**config.mk**
```make
export PLATFORM = sky130hd
export DESIGN_NAME = dci_top
export DESIGN_NICKNAME = d
export VERILOG_FILES = /design/src/include/dci_pkg.sv /design/src/dci_buf_mem.sv /design/src/dci_refresh.sv /design/src/dci_top.sv
export SDC_FILE = /design/constraint.sdc
export NUM_CORES = 1
export LEC_CHECK = 0
export ABC_AREA = 1
export BUFFER_PORTS_ARGS = -buffer_cell sky130_fd_sc_hd__buf_4
export CORE_MARGIN = 4
export CORE_UTILIZATION = 60
export CTS_BUF_LIST = sky130_fd_sc_hd__clkbuf_8
export DETAILED_ROUTE_END_ITERATION = 16
export PLACE_DENSITY = 0.8
export SLEW_MARGIN = 20
export SYNTH_ARGS = -nofsm -noshare
export SYNTH_HDL_FRONTEND = slang
export SYNTH_SLANG_ARGS = --single-unit
```
**constraint.sdc**
```tcl
create_clock -name pclk -period 5.75 [get_ports pclk]
set_clock_uncertainty 0.05 [all_clocks]
set_input_delay 0.575 -clock pclk [delete_from_list [all_inputs] [get_ports pclk]]
set_output_delay 0.575 -clock pclk [all_outputs]
set_load 0.1 [all_outputs]
```
**src/include/dci_pkg.sv**
```systemverilog
package dci_pkg;

  localparam int DCI_NUM_POS = 20;
  localparam int DCI_PW = 5;

  typedef logic [7:0] dci_byte_t;
  typedef logic [DCI_PW-1:0] dci_pos_t;
  typedef logic [6:0] dci_cycles_t;

  typedef enum logic [1:0] {
    DCI_MODE_NORMAL,
    DCI_MODE_BLANK,
    DCI_MODE_INVERSE
  } dci_mode_t;

  // Control words.
  localparam dci_byte_t DCI_CMD_PREFIX = 8'h01;
  localparam dci_byte_t DCI_CMD_DT16 = 8'h05;
  localparam dci_byte_t DCI_CMD_DT32 = 8'h06;
  localparam dci_byte_t DCI_CMD_DT64 = 8'h07;
  localparam dci_byte_t DCI_CMD_NORMAL = 8'h08;
  localparam dci_byte_t DCI_CMD_BLANK = 8'h09;
  localparam dci_byte_t DCI_CMD_INVERSE = 8'h0A;
  localparam dci_byte_t DCI_CMD_START = 8'h0E;
  localparam dci_byte_t DCI_CMD_DUTY_LO = 8'h40;
  localparam dci_byte_t DCI_CMD_DUTY_DARK = 8'h42;
  localparam dci_byte_t DCI_CMD_DUTY_HI = 8'h7F;
  localparam dci_byte_t DCI_CMD_CNT_LO = 8'h81;
  localparam dci_byte_t DCI_CMD_CNT_HI = 8'h94;
  localparam dci_byte_t DCI_CMD_PTR_LO = 8'hC0;
  localparam dci_byte_t DCI_CMD_PTR_HI = 8'hD3;

  // Digit times and the minimum off time, in cycles per character position.
  localparam dci_cycles_t DCI_DT_16 = 7'h10;
  localparam dci_cycles_t DCI_DT_32 = 7'h20;
  localparam dci_cycles_t DCI_DT_64 = 7'h40;
  localparam dci_cycles_t DCI_OFF_MIN = 7'h03;

  // Reset values.
  localparam dci_byte_t DCI_RST_DUTY = 8'h40;
  localparam dci_pos_t DCI_RST_CNT = 5'h00;
  localparam dci_pos_t DCI_RST_PTR = 5'h00;
  localparam dci_cycles_t DCI_RST_DT = DCI_DT_64;
  localparam dci_mode_t DCI_RST_MODE = DCI_MODE_NORMAL;

  // APB register offsets and field positions.
  localparam logic [11:0] DCI_REG_BYTE = 12'h000;
  localparam logic [11:0] DCI_REG_STATUS = 12'h004;
  localparam logic [11:0] DCI_REG_CONFIG = 12'h008;
  localparam int DCI_STAT_PTR_LSB = 0;
  localparam int DCI_STAT_CNT_LSB = 8;
  localparam int DCI_STAT_RUN_BIT = 16;
  localparam int DCI_STAT_PAR_BIT = 17;
  localparam int DCI_STAT_CTRL_BIT = 18;
  localparam int DCI_CFG_DUTY_LSB = 0;
  localparam int DCI_CFG_DT_LSB = 8;
  localparam int DCI_CFG_MODE_LSB = 16;

  // On cycles of a slot: none up to the dark codes, then code minus 0x42,
  // capped so that the minimum off time always remains.
  function automatic dci_cycles_t dci_on_count(input dci_byte_t duty, input dci_cycles_t dt);
    dci_byte_t raw;
    dci_byte_t cap;
    raw = duty - DCI_CMD_DUTY_DARK;
    cap = {1'b0, dt - DCI_OFF_MIN};
    if (duty <= DCI_CMD_DUTY_DARK) begin
      return 7'h00;
    end
    return (raw > cap) ? cap[6:0] : raw[6:0];
  endfunction

endpackage

```
**src/dci_buf_mem.sv**
```systemverilog
`timescale 1ns/100ps
module dci_buf_mem #(
  parameter int DEPTH = 20,
  parameter int WIDTH = 8,
  parameter int AW = 5
) (
  // Clock and reset
  input wire logic clk,
  input wire logic rst_n,
  // Write port
  input wire logic we,
  input wire logic [AW-1:0] waddr,
  input wire logic [WIDTH-1:0] wdata,
  // Read port
  input wire logic [AW-1:0] raddr,
  output logic [WIDTH-1:0] rdata_q
);

  logic [WIDTH-1:0] mem [DEPTH];

  // The array itself has no reset; only its read register does.
  always_ff @(posedge clk) begin
    if (we && (int'(waddr) < DEPTH)) begin
      mem[waddr] <= wdata;
    end
  end

  always_ff @(posedge clk or negedge rst_n) begin
    if (!rst_n) begin
      rdata_q <= '0;
    end else begin
      rdata_q <= (int'(raddr) < DEPTH) ? mem[raddr] : '0;
    end
  end

endmodule

```
**src/dci_refresh.sv**
```systemverilog
`timescale 1ns/100ps
module dci_refresh
  import dci_pkg::*;
(
  // Clock and reset
  input wire logic clk,
  input wire logic rst_n,
  // Settings
  input wire logic run,
  input wire dci_pkg::dci_pos_t digit_count,
  input wire dci_pkg::dci_cycles_t digit_time,
  input wire dci_pkg::dci_cycles_t on_count,
  // Scan state
  output dci_pkg::dci_pos_t pos_q,
  output logic on_q
);
  import dci_pkg::*;

  dci_cycles_t slot_q;
  dci_cycles_t slot_d;
  dci_pos_t pos_d;
  wire active = run && (digit_count != '0);
  wire slot_end = (slot_q >= digit_time - 7'h01);
  wire pos_last = ({1'b0, pos_q} + 6'h01 >= {1'b0, digit_count});

  // A slot ends early when a shorter digit time is chosen mid-slot.
  assign slot_d = (!active || slot_end) ? 7'h00 : slot_q + 7'h01;
  // A count lowered mid-slot to or below the current position sends the scan back to the first position at once.
  assign pos_d = !active ? '0 : (pos_q >= digit_count) ? '0 :
                 !slot_end ? pos_q : pos_last ? '0 : pos_q + 5'h01;

  always_ff @(posedge clk or negedge rst_n) begin
    if (!rst_n) begin
      slot_q <= '0;
      pos_q <= '0;
      on_q <= 1'b0;
    end else begin
      slot_q <= slot_d;
      pos_q <= pos_d;
      on_q <= active && (slot_d < on_count);
    end
  end
endmodule

```
**src/dci_top.sv**
```systemverilog
`timescale 1ns/100ps
module dci_top
  import dci_pkg::*;
(
  // Clock and reset
  input wire logic pclk,
  input wire logic presetn,
  // APB slave
  input wire logic [11:0] paddr,
  input wire logic psel,
  input wire logic penable,
  input wire logic pwrite,
  input wire logic [31:0] pwdata,
  output logic [31:0] prdata,
  output logic pready,
  output logic pslverr,
  // Host byte port pins
  input wire logic byte_load_strobe,
  input wire logic [7:0] data_pins,
  // Tube drive
  output logic tube_enable,
  output dci_pkg::dci_pos_t grid_index,
  output logic grid_on,
  output logic [6:0] char_code,
  output logic char_inverse,
  output logic port_parallel
);
  import dci_pkg::*;

  typedef enum logic {DCI_ST_DATA, DCI_ST_CTRL} dci_state_t;

  dci_state_t state_q;
  dci_state_t state_d;
  logic strobe_s1_q;
  logic strobe_s2_q;
  logic strobe_s3_q;
  dci_byte_t data_s1_q;
  dci_byte_t data_s2_q;
  dci_byte_t data_s3_q;
  logic [1:0] warm_q;
  wire sync_warm = &warm_q;
  dci_pos_t ptr_q;
  dci_pos_t ptr_d;
  dci_pos_t cnt_q;
  dci_pos_t cnt_d;
  dci_byte_t duty_q;
  dci_byte_t duty_d;
  dci_cycles_t dt_q;
  dci_cycles_t dt_d;
  dci_mode_t mode_q;
  dci_mode_t mode_d;
  logic run_q;
  logic par_q;
  logic pready_q;
  logic pslverr_q;
  logic [31:0] prdata_q;
  dci_pos_t scan_pos;
  logic scan_on;
  dci_pos_t pos_d1_q;
  logic on_d1_q;
  dci_byte_t rd_byte;
  dci_pos_t grid_q;
  logic grid_on_q;
  logic [6:0] char_q;
  logic char_inv_q;
  dci_cycles_t on_cnt;

  // Pin inputs pass two flip-flops; the third stage only serves edge detection.
  always_ff @(posedge pclk or negedge presetn) begin
    if (!presetn) begin
      strobe_s1_q <= 1'b0;
      strobe_s2_q <= 1'b0;
      strobe_s3_q <= 1'b0;
      data_s1_q <= '0;
      data_s2_q <= '0;
      data_s3_q <= '0;
      warm_q <= 2'h0;
    end else begin
      strobe_s1_q <= byte_load_strobe;
      strobe_s2_q <= strobe_s1_q;
      strobe_s3_q <= strobe_s2_q;
      data_s1_q <= data_pins;
      data_s2_q <= data_s1_q;
      data_s3_q <= data_s2_q;
      warm_q <= warm_q + {1'b0, !sync_warm};
    end
  end

  // Nothing is compared until all three stages hold pin samples, so a level
  // already standing on the pins at reset release is not taken for an edge.
  wire pin_load = sync_warm && strobe_s2_q && !strobe_s3_q;

  // APB decode. A byte written over the bus waits one cycle when a pin load
  // lands in the same cycle, so neither byte is lost.
  wire apb_access = psel && penable && !pready_q;
  wire sel_byte = (paddr == DCI_REG_BYTE);
  wire sel_status = (paddr == DCI_REG_STATUS);
  wire sel_config = (paddr == DCI_REG_CONFIG);
  wire apb_blocked = pwrite && sel_byte && pin_load;
  wire apb_done = apb_access && !apb_blocked;
  wire apb_byte_wr = apb_done && pwrite && sel_byte;
  wire apb_bad = !(sel_byte || sel_status || sel_config);

  wire load = pin_load || apb_byte_wr;
  wire dci_byte_t in_byte = pin_load ? data_s2_q : pwdata[7:0];
  wire is_prefix = (in_byte == DCI_CMD_PREFIX);
  wire in_ctrl = (state_q == DCI_ST_CTRL);

  // Command decode. Control words act whether or not refresh has started.
  wire char_wr = load && (in_ctrl ? is_prefix : !is_prefix);
  wire cmd = load && in_ctrl && !is_prefix;
  wire cmd_dt16 = cmd && (in_byte == DCI_CMD_DT16);
  wire cmd_dt32 = cmd && (in_byte == DCI_CMD_DT32);
  wire cmd_dt64 = cmd && (in_byte == DCI_CMD_DT64);
  wire cmd_norm = cmd && (in_byte == DCI_CMD_NORMAL);
  wire cmd_blank = cmd && (in_byte == DCI_CMD_BLANK);
  wire cmd_inv = cmd && (in_byte == DCI_CMD_INVERSE);
  wire cmd_start = cmd && (in_byte == DCI_CMD_START);
  wire cmd_duty = cmd && (in_byte >= DCI_CMD_DUTY_LO) && (in_byte <= DCI_CMD_DUTY_HI);
  wire cmd_cnt = cmd && (in_byte >= DCI_CMD_CNT_LO) && (in_byte <= DCI_CMD_CNT_HI);
  wire cmd_ptr = cmd && (in_byte >= DCI_CMD_PTR_LO) && (in_byte <= DCI_CMD_PTR_HI);
  wire cmd_known = cmd_dt16 || cmd_dt32 || cmd_dt64 || cmd_norm || cmd_blank || cmd_inv ||
                   cmd_start || cmd_duty || cmd_cnt || cmd_ptr;

  wire dci_byte_t ptr_off = in_byte - DCI_CMD_PTR_LO;
  wire dci_byte_t cnt_off = in_byte - DCI_CMD_CNT_LO;
  wire dci_pos_t ptr_inc = ptr_q + 5'h01;
  // The last buffer position also wraps, so a zero count never runs off the end.
  wire ptr_wrap = (ptr_inc == cnt_q) || (int'(ptr_inc) >= DCI_NUM_POS);

  assign state_d = !load ? state_q : (!in_ctrl && is_prefix) ? DCI_ST_CTRL : DCI_ST_DATA;
  assign ptr_d = cmd_ptr ? ptr_off[4:0] : char_wr ? (ptr_wrap ? '0 : ptr_inc) : ptr_q;
  assign cnt_d = cmd_cnt ? cnt_off[4:0] + 5'h01 : cnt_q;
  assign duty_d = cmd_duty ? in_byte : duty_q;
  assign dt_d = cmd_dt16 ? DCI_DT_16 : cmd_dt32 ? DCI_DT_32 : cmd_dt64 ? DCI_DT_64 : dt_q;
  assign mode_d = cmd_norm ? DCI_MODE_NORMAL : cmd_blank ? DCI_MODE_BLANK :
                  cmd_inv ? DCI_MODE_INVERSE : mode_q;
  assign on_cnt = dci_on_count(duty_q, dt_q);

  always_ff @(posedge pclk or negedge presetn) begin
    if (!presetn) begin
      state_q <= DCI_ST_DATA;
      ptr_q <= DCI_RST_PTR;
      cnt_q <= DCI_RST_CNT;
      duty_q <= DCI_RST_DUTY;
      dt_q <= DCI_RST_DT;
      mode_q <= DCI_RST_MODE;
      run_q <= 1'b0;
      par_q <= 1'b0;
    end else begin
      state_q <= state_d;
      ptr_q <= ptr_d;
      cnt_q <= cnt_d;
      duty_q <= duty_d;
      dt_q <= dt_d;
      mode_q <= mode_d;
      run_q <= run_q || cmd_start;
      par_q <= par_q || (sync_warm && (data_s2_q[7:2] != data_s3_q[7:2]));
    end
  end

  dci_buf_mem #(
    .DEPTH(DCI_NUM_POS),
    .WIDTH(8),
    .AW(DCI_PW)
  ) u_mem (
    .clk(pclk),
    .rst_n(presetn),
    .we(char_wr),
    .waddr(ptr_q),
    .wdata(in_byte),
    .raddr(scan_pos),
    .rdata_q(rd_byte)
  );

  dci_refresh u_refresh (
    .clk(pclk),
    .rst_n(presetn),
    .run(run_q),
    .digit_count(cnt_q),
    .digit_time(dt_q),
    .on_count(on_cnt),
    .pos_q(scan_pos),
    .on_q(scan_on)
  );

  // The position is delayed one cycle to line up with the registered read.
  wire flagged = rd_byte[7];
  wire hide = (mode_q == DCI_MODE_BLANK) && flagged;

  always_ff @(posedge pclk or negedge presetn) begin
    if (!presetn) begin
      pos_d1_q <= '0;
      on_d1_q <= 1'b0;
      grid_q <= '0;
      grid_on_q <= 1'b0;
      char_q <= '0;
      char_inv_q <= 1'b0;
    end else begin
      pos_d1_q <= scan_pos;
      on_d1_q <= scan_on;
      grid_q <= pos_d1_q;
      grid_on_q <= run_q && on_d1_q && !hide;
      char_q <= rd_byte[6:0];
      char_inv_q <= (mode_q == DCI_MODE_INVERSE) && flagged && on_d1_q;
    end
  end

  // Status and configuration are read-only; writes to them are dropped without an error.
  wire [31:0] status_word = ({27'h0, ptr_q} << DCI_STAT_PTR_LSB) | ({27'h0, cnt_q} << DCI_STAT_CNT_LSB) |
                            ({31'h0, run_q} << DCI_STAT_RUN_BIT) | ({31'h0, par_q} << DCI_STAT_PAR_BIT) |
                            ({31'h0, in_ctrl} << DCI_STAT_CTRL_BIT);
  wire [31:0] config_word = ({24'h0, duty_q} << DCI_CFG_DUTY_LSB) | ({25'h0, dt_q} << DCI_CFG_DT_LSB) |
                            ({30'h0, mode_q} << DCI_CFG_MODE_LSB);
  wire [31:0] read_word = sel_status ? status_word : sel_config ? config_word : 32'h0;

  always_ff @(posedge pclk or negedge presetn) begin
    if (!presetn) begin
      pready_q <= 1'b0;
      pslverr_q <= 1'b0;
      prdata_q <= '0;
    end else begin
      pready_q <= apb_done;
      pslverr_q <= apb_done && apb_bad;
      prdata_q <= (apb_done && !pwrite) ? read_word : prdata_q;
    end
  end

  assign prdata = prdata_q;
  assign pready = pready_q;
  assign pslverr = pslverr_q;
  assign tube_enable = run_q;
  assign grid_index = grid_q;
  assign grid_on = grid_on_q;
  assign char_code = char_q;
  assign char_inverse = char_inv_q;
  assign port_parallel = par_q;
endmodule

```
==> metrics.md, run 1 <==
| Metric | Value |
|---|---|
| Status | `completed` |
| RSZ-0062 raised after global routing | `no` |
| # hold bufs at CTS | `0` |
| Root Buffer | `clkbuf_8` |
| Synthesis-to-finish area growth | `13.1%` |
| Mux contribution to synthesized area | `0.00749` |
| Cell Area, Synth | `12,000 um2` |
| Global Route Usage Sum | `0.235` |
| Post-Synth Simple-Gate Area | `0.148` |
| DRC violations left | `0` |
| Critical Path Fanout Max | `23` |
| Distinct cells, synth | `52` |
| Post-synthesis register bit count | `274` |
| CP Data Required Time | `5.88 ns` |
| Compound-Gate Fraction of Synth Area | `0.116` |
| Vias in the first global route | `7,945` |
| Clock sinks | `274` |
| TritonRoute pass-1 iters | `5` |
| CTS max path bufs | `3` |
| Num CTS Buffers | `44` |
| Endpoints failing setup | `0` |
| Vias post-DR | `8,264` |
| EDFF count, synth | `160` |
| NetSw | `1.10 mW` |
| Die area | `22,400 um2` |
| Largest family of logic cells by synthesized area | `simple AND/OR/NAND/NOR gates` |
| Power Dens Cells | `317 nW/um2` |
| Async S/R FF share, synth | `0.416` |
| Final period utilization | `0.691` |
| Ys Warns | `0` |
| TNS Setup | `0 ns` |
| Hold Fails Final Rpt | `0` |
| Adder-Cell Fraction of Synth Area | `0.0322` |
| Post-CTS Setup Inserts | `0` |
| Site Rows | `51` |
| HPWL Detailed | `16,600 um` |
| Die Span X | `150 um` |
| Pint | `3.22 mW` |
| Comb power frac | `0.100` |
| Number of routed nets with antenna violations | `0` |
| Lkg Pwr | `5.67 nW` |
| Sw Ratio | `0.255` |
| Mapped Avg Cell Area | `11.2 um2` |
| CTS tree | `done` |
| Hold Crit Class | `input pin to register` |
| Total gr overflow | `0` |
| Largest net degree at the start of global routing | `81` |
| Boundary Pins | `108` |
| Final Max Tran Viols | `0` |
| Slew headroom | `0.341` |
| Final nets | `1,247` |
| Gp weighted congestion | `0.922` |
| Post-synth top flop | `edfxtp_1` |
| Iteration-0 DRC Markers | `773` |
| Die Y | `150 um` |
| Synth top area share | `0.399` |
| Register share of total power | `0.511` |
| Arrival time at the worst endpoint | `4.10 ns` |
| Min Clock Period, post-route | `3.97 ns` |
| Clock transition at the registers of the reported paths | `0.06 ns` |
| Port Buffers | `69` |
| DR WL/cell | `17.5 um` |
| CP Class | `register to register` |
| Commonest cells post-synth | `edfxtp_1 (160), nor2_1 (156), nand2_1 (138), dfrtp_1 (112), o21ai_0 (102)` |
| Slew @ Worst Pin | `0.985 ns` |
| CTS H-tree lvls | `2` |
| Resized cells post-CTS | `0` |
| Vias per cell | `5.67` |
| Clock latency on the worst-skew pair | `0.56 ns` |
| Initial antenna violation count | `0` |
| Post-Route WL | `25,500 um` |
| Startpoint types | `register` |
| Part of the Yosys area used for sequential elements | `0.637` |
| Top cells by area, synth | `edfxtp_1 (40%), dfrtp_1 (23%), nor2_1 (4.9%)` |
| VDD IR max | `228 uV` |
| Critical path endpoint category | `register` |
| Initial Utilization | `0.614` |
| First-pass GRT wire length | `41,300 um` |
| Max-Cap Viols | `0` |
| Synth area leader | `edfxtp_1` |
| Post-Synth XOR/XNOR Area | `0.0102` |
| Most frequent cell after synthesis | `edfxtp_1` |
| N_diodes | `0` |
| Final Util | `0.695` |
| Max Freq | `0.252 GHz` |
| Share of layout cells above drive strength 1 | `0.161` |
| Cells after Synth | `1,075` |
| Core Area | `19,600 um2` |
| Clock share of power | `0.389` |
-- critical path, cell delays in order, from the launching register on --
cell,delay (ns)
dfrtp_1,0.39
nor2_4,0.16
nand2_8,0.14
o21ai_2,0.72
nor2_1,0.12
nand2_2,0.21
nor2_8,0.06
nand2_4,0.10
inv_1,0.05
ha_1,0.29
nand2_1,0.22
nor2_1,0.23
nand2_1,0.21
nor2_1,0.65
-- layout by cell type, fill, tap and decap left out, types with 10 or more instances in the layout --
| cell type | instances |
|---|---|
| edfxtp_1 | 160 |
| nor2_1 | 156 |
| nand2_1 | 138 |
| dfrtp_1 | 111 |
| o21ai_0 | 102 |
| inv_1 | 92 |
| buf_4 | 75 |
| clkbuf_8 | 54 |
| nand3_1 | 51 |
| o22ai_1 | 34 |
| ha_1 | 31 |
| a21oi_1 | 22 |
| o221ai_1 | 14 |
| conb_1 | 14 |
| nand4_1 | 13 |
| o21ai_2 | 10 |
| xor2_1 | 10 |
-- path summary, 6_finish.rpt --
path / from / endpoint / slack (ns) / cells past startpoint
setup / recovery: strobe_s3_q / u_mem.mem[13][1] / 1.78 / 13
setup reg to reg: strobe_s3_q / u_mem.mem[13][1] / 1.78 / 13
min in group asynchronous: presetn / u_refresh.slot_q[2] / 0.10 / 1
hold / removal: data_pins[3] / data_s1_q[3] / 0.08 / 1
hold reg to reg: data_s1_q[6] / data_s2_q[6] / 0.30 / 0
max in group asynchronous: presetn / dt_q[6] / 4.43 / 2
-- cell type report --
| class | instances | area [um2] |
|---|---|---|
| inverters | 84 | 320 |
| fillers | 1397 | 5980 |
| well taps | 265 | 332 |
| clock inverters | 27 | 164 |
| multi-input cells | 679 | 3830 |
| repair buffers | 75 | 563 |
| flip-flops and latches | 274 | 7660 |
| clock buffers | 54 | 743 |
-- layer usage --
layer,GRT usage,share of wire,vias up
met2,0.371,0.48,311
met3,0.0454,0.081,44
met1,0.330,0.42,3982
met5,0,0,-
li1,-,-,3927
met4,0.0828,0.020,0
-- flip-flops by register name (all words and copies together) (netlist names), 3 cells and up --
signal,count
u_mem.mem,160
prdata,18
data_s1_q,8
data_s2_q,8
duty_q,8
u_mem.rdata_q,8
char_code,7
u_refresh.slot_q,7
data_s3_q,6
cnt_q,5
grid_index,5
pos_d1_q,5
ptr_q,5
u_refresh.pos_q,5
dt_q,3
-- metrics by stage --
step                worst slack [ns]  hold WS [ns]  cell area, um2  std cells  power, mW
finish                          1.78        0.0810           13600       1458       4.32
detailed placement              1.78         0.285           12700       1377       2.67
floorplan                       2.79         0.229           12100       1088       2.55
global route                    1.41        0.0594           13600       1458       4.49
global placement                1.82         0.282           12700       1377       2.66
CTS                             1.76        0.0520           13600       1458       4.34
-- power by group through the flow --
| stage | combinational [mW] | sequential [mW] | clock (mW) |
|---|---|---|---|
| finish | 0.430 | 2.21 | 1.68 |
| global route | 0.473 | 2.21 | 1.81 |
| CTS | 0.431 | 2.21 | 1.70 |
| detailed placement | 0.429 | 2.24 | 0 |
| global placement | 0.422 | 2.24 | 0 |
| floorplan | 0.276 | 2.28 | 0 |
-- cell families (layout without fill, tap and decap cells) --
| logic type | count (synthesis) | in the layout |
|---|---|---|
| compound gates | 219 | 219 |
| xor+xnor | 14 | 14 |
| fa+ha+maj | 31 | 31 |
| buf+inv | 135 | 240 |
| flops | 274 | 274 |
| mux | 8 | 8 |
| other cells | 1 | 14 |
| simple gates | 393 | 393 |
Note: power is estimated with default switching activity, not from simulation.
==> inputs of run 2 (changes only) <==
Settings changed: ABC_AREA 1 to 0, CORE_UTILIZATION 60 to 55, PLACE_DENSITY 0.8 to 0.78.
Clock period 5.75 ns to 3.55 ns, I/O delays scaled along.
==> run 2 against run 1 <==
Net effect: combinational power rose by 100%; largest cell class unchanged; register-to-register slack worse by 1.5 ns; sequential share of layout area increased by 0.44 points; largest power group unchanged; critical endpoint is now u_mem.mem[11][7].
==> metrics.md, run 2 <==
| Metric | Value |
|---|---|
| Status | `completed (unchanged)` |
| CTS H-tree lvls | `2 (unchanged)` |
| Busiest grt layer | `met2 (unchanged)` |
| Worst hold margin | `0.0509 ns (was 0.0810 ns)` |
| Reg-to-Reg End | `u_mem.mem[11][7] (was u_mem.mem[13][1])` |
| Num CTS Buffers | `43 (was 44)` |
| Commonest cells post-synth | `edfxtp_1 (160), dfrtp_1 (112), nand2_1 (57), nor2_1 (51), mux4_2 (48) (was edfxtp_1 (160), nor2_1 (156), nand2_1 (138), dfrtp_1 (112), o21ai_0 (102))` |
| Slew @ Worst Pin | `0.773 ns (was 0.985 ns)` |
| Critical Path Start | `warm_q[0] (was strobe_s3_q)` |
| Commonest non-fill, non-tap cells in the layout | `edfxtp_1 (160), dfrtp_1 (108), buf_4 (98) (was edfxtp_1 (160), nor2_1 (156), nand2_1 (138))` |
| Initial Utilization | `0.565 (was 0.614)` |
| Initial antenna violation count | `0 (unchanged)` |
| Crit path depth | `9 (was 13)` |
| Critical Path Fanout Max | `8 (was 23)` |
| Part of the Yosys area used for sequential elements | `0.663 (was 0.637)` |
| Die Span X | `153 um (was 150 um)` |
| Post-Route WL | `24,200 um (was 25,500 um)` |
| TritonRoute pass-1 iters | `5 (unchanged)` |
| N_diodes | `0 (unchanged)` |
| VDD IR max | `422 uV (was 228 uV)` |
| DR WL/cell | `20.3 um (was 17.5 um)` |
| Slowest-stage cell, CP | `nor4b_1 (was o21ai_2)` |
| Post-synthesis register bit count | `274 (unchanged)` |
| Distinct cells, synth | `62 (was 52)` |
| Synth top area share | `0.416 (was 0.399)` |
| CTS tree | `done (unchanged)` |
| Final Max Tran Viols | `0 (unchanged)` |
| Clock transition at the registers of the reported paths | `0.06 ns (about the same)` |
| Iteration-0 DRC Markers | `575 (was 773)` |
| Cell Area, Synth | `11,500 um2 (was 12,000 um2)` |
| Worst reg2reg path depth | `9 (was 13)` |
| Root Buffer | `clkbuf_8 (unchanged)` |
| Most common cell after layout, fill and taps aside | `edfxtp_1 (unchanged)` |
| Clock sinks | `274 (unchanged)` |
| Max-Cap Viols | `0 (unchanged)` |
| R2R Path Start | `warm_q[0] (was strobe_s3_q)` |
| Final period utilization | `0.934 (was 0.691)` |
| CP Data Required Time | `3.73 ns (was 5.88 ns)` |
| Most frequent cell after synthesis | `edfxtp_1 (unchanged)` |
| First-pass GRT wire length | `38,200 um (was 41,300 um)` |
| Post-synth top flop | `edfxtp_1 (unchanged)` |
| Lkg Pwr | `5.34 nW (was 5.67 nW)` |
| HPWL Detailed | `16,100 um (was 16,600 um)` |
| Core Area | `20,400 um2 (was 19,600 um2)` |
| Slew headroom | `0.480 (was 0.341)` |
| Min Clock Period, post-route | `3.31 ns (was 3.97 ns)` |
| Hold Crit Class | `input pin to register (unchanged)` |
| Number of routed nets with antenna violations | `0 (unchanged)` |
| Global Route Usage Sum | `0.209 (was 0.235)` |
| Critical Path Sink | `u_mem.mem[11][7] (was u_mem.mem[13][1])` |
| Number of flip-flops in the largest register | `160 (unchanged)` |
| Power Dens Cells | `525 nW/um2 (was 317 nW/um2)` |
| Largest net degree at the start of global routing | `63 (was 81)` |
| CP Class | `register to register (unchanged)` |
| Worst Path Buf+Inv | `1 (unchanged)` |
| Mapped Avg Cell Area | `15.1 um2 (was 11.2 um2)` |
| Reg2reg setup slack | `0.24 ns (was 1.78 ns)` |
| Share of layout cells above drive strength 1 | `0.274 (was 0.161)` |
| Cells after Synth | `765 (was 1,075)` |
| Synth area leader | `edfxtp_1 (unchanged)` |
| Grt met2 use | `0.331 (was 0.371)` |
| Vias post-DR | `6,767 (was 8,264)` |
| Total gr overflow | `0 (unchanged)` |
| Top cells by area, synth | `edfxtp_1 (42%), dfrtp_1 (24%), mux4_2 (9.4%) (was edfxtp_1 (40%), dfrtp_1 (23%), nor2_1 (4.9%))` |
| CTS max path bufs | `3 (unchanged)` |
| EDFF count, synth | `160 (unchanged)` |
| Async S/R FF share, synth | `0.416 (unchanged)` |
| Cell family with most CP delay | `simple AND/OR/NAND/NOR gates (unchanged)` |
| DRC violations left | `0 (unchanged)` |
| CP Cell Sequence | `and4b_2 -> mux2i_1 -> inv_2 -> nor4_2 -> nor3b_2 -> ha_1 -> nand2_1 -> nor4b_1 -> and2_2 (was nor2_4 -> nand2_8 -> o21ai_2 -> nor2_1 -> nand2_2 -> nor2_8 -> nand2_4 -> inv_1 -> ha_1 -> nand2_1 -> nor2_1 -> nand2_1 -> nor2_1)` |
| Max Freq | `0.302 GHz (was 0.252 GHz)` |
| Synthesis-to-finish area growth | `17.0% (was 13.1%)` |
| Die Y | `153 um (was 150 um)` |
| GRT met1 Usage | `0.290 (was 0.330)` |
| Vias per cell | `5.67 (about the same)` |
| Final nets | `980 (was 1,247)` |
| Critical path endpoint category | `register (unchanged)` |
| Arrival time at the worst endpoint | `3.50 ns (was 4.10 ns)` |
| Site Rows | `52 (was 51)` |
| Boundary Pins | `108 (unchanged)` |
| Startpoint types | `register (unchanged)` |
| Clock latency on the worst-skew pair | `0.56 ns (about the same)` |
| Gp weighted congestion | `0.835 (was 0.922)` |
| Endpoints failing setup | `0 (unchanged)` |
| Pwr Total | `7.10 mW (was 4.32 mW)` |
| Met3 usage | `0.0517 (was 0.0454)` |
| Vias in the first global route | `7,040 (was 7,945)` |
| Post-CTS Setup Inserts | `0 (unchanged)` |
| Crit-path max cell delay | `0.51 ns (was 0.72 ns)` |
| Top reg by flops | `u_mem.mem (unchanged)` |
| Port Buffers | `69 (unchanged)` |
| Hold Fails Final Rpt | `0 (unchanged)` |
| Ys Warns | `0 (unchanged)` |
| Die area | `23,400 um2 (was 22,400 um2)` |
run 2: repair_timing:
item                       in CTS  in global routing
gates resized for setup         0                 27
hold buffers                   10                  0
hold endpoints to repair       61                  0
setup endpoints to repair       0                162
run 2: metal layers:
layer	share of wire	vias to the layer above	routed length, um
met5	0	-	0
met4	0.019	0	471
met3	0.079	44	1910
met2	0.49	273	11800
met1	0.42	3351	10100
li1	-	3099	-
run 2: how the worst min path moves through the flow:
stage | startpoint | end | cells after the start
after floorplan | presetn | char_code[0] | 0
after global placement | data_s1_q[7] | data_s2_q[7] | 0
after detailed placement | u_mem.rdata_q[1] | char_code[1] | 0
after CTS | paddr[3] | pslverr | 3
after global routing | paddr[3] | pslverr | 3
final | paddr[3] | pslverr | 3
run 2: report_power, final:
group | switching, mW | internal (mW)
logic | 0.604 | 0.269
registers | 0.108 | 3.54
clock network | 1.18 | 1.40
total | 1.89 | 5.21
run 2: worst reg2reg max path, stage by stage, from the launching register on:
cell and delay, ns:
dfrtp_1 0.40, and4b_2 0.38, mux2i_1 0.32, inv_2 0.07, nor4_2 0.27, nor3b_2 0.24, ha_1 0.23, nand2_1 0.17
nor4b_1 0.51, and2_2 0.38
run 2: logic make-up after synthesis:
kind of cell	share of synthesized area
other	0.000325
adders and majority gates	0.0336
buffers and inverters	0.0273
and+or+nand+nor	0.0946
DFF	0.663
muxes	0.111
AOI/OAI and AO/OA	0.0480
xor gates and xnor gates	0.0224
run 2: cell type report:
type / count / area [um2]
Sequential cell: 274 / 7660
Fill cell: 1427 / 6920
Multi-Input combinational cell: 438 / 3690
Timing Repair Buffer: 110 / 876
Clock buffer: 52 / 716
Tap cell: 270 / 338
Clock inverter: 26 / 135
Inverter: 24 / 90.1
run 2: through the flow:
step	util	setup TNS [ns]	cell area [um2]	setup WS, ns	std cells
2_1_floorplan	-	0	11600	0.205	778
3_3_place_gp	0.611	0	12500	0.139	1106
3_5_place_dp	0.611	0	12500	0.0338	1106
4_1_cts	0.658	0	13400	0.0344	1194
5_1_grt	0.661	-0.0128	13500	-0.00358	1194
6_report	0.661	0	13500	0.235	1194
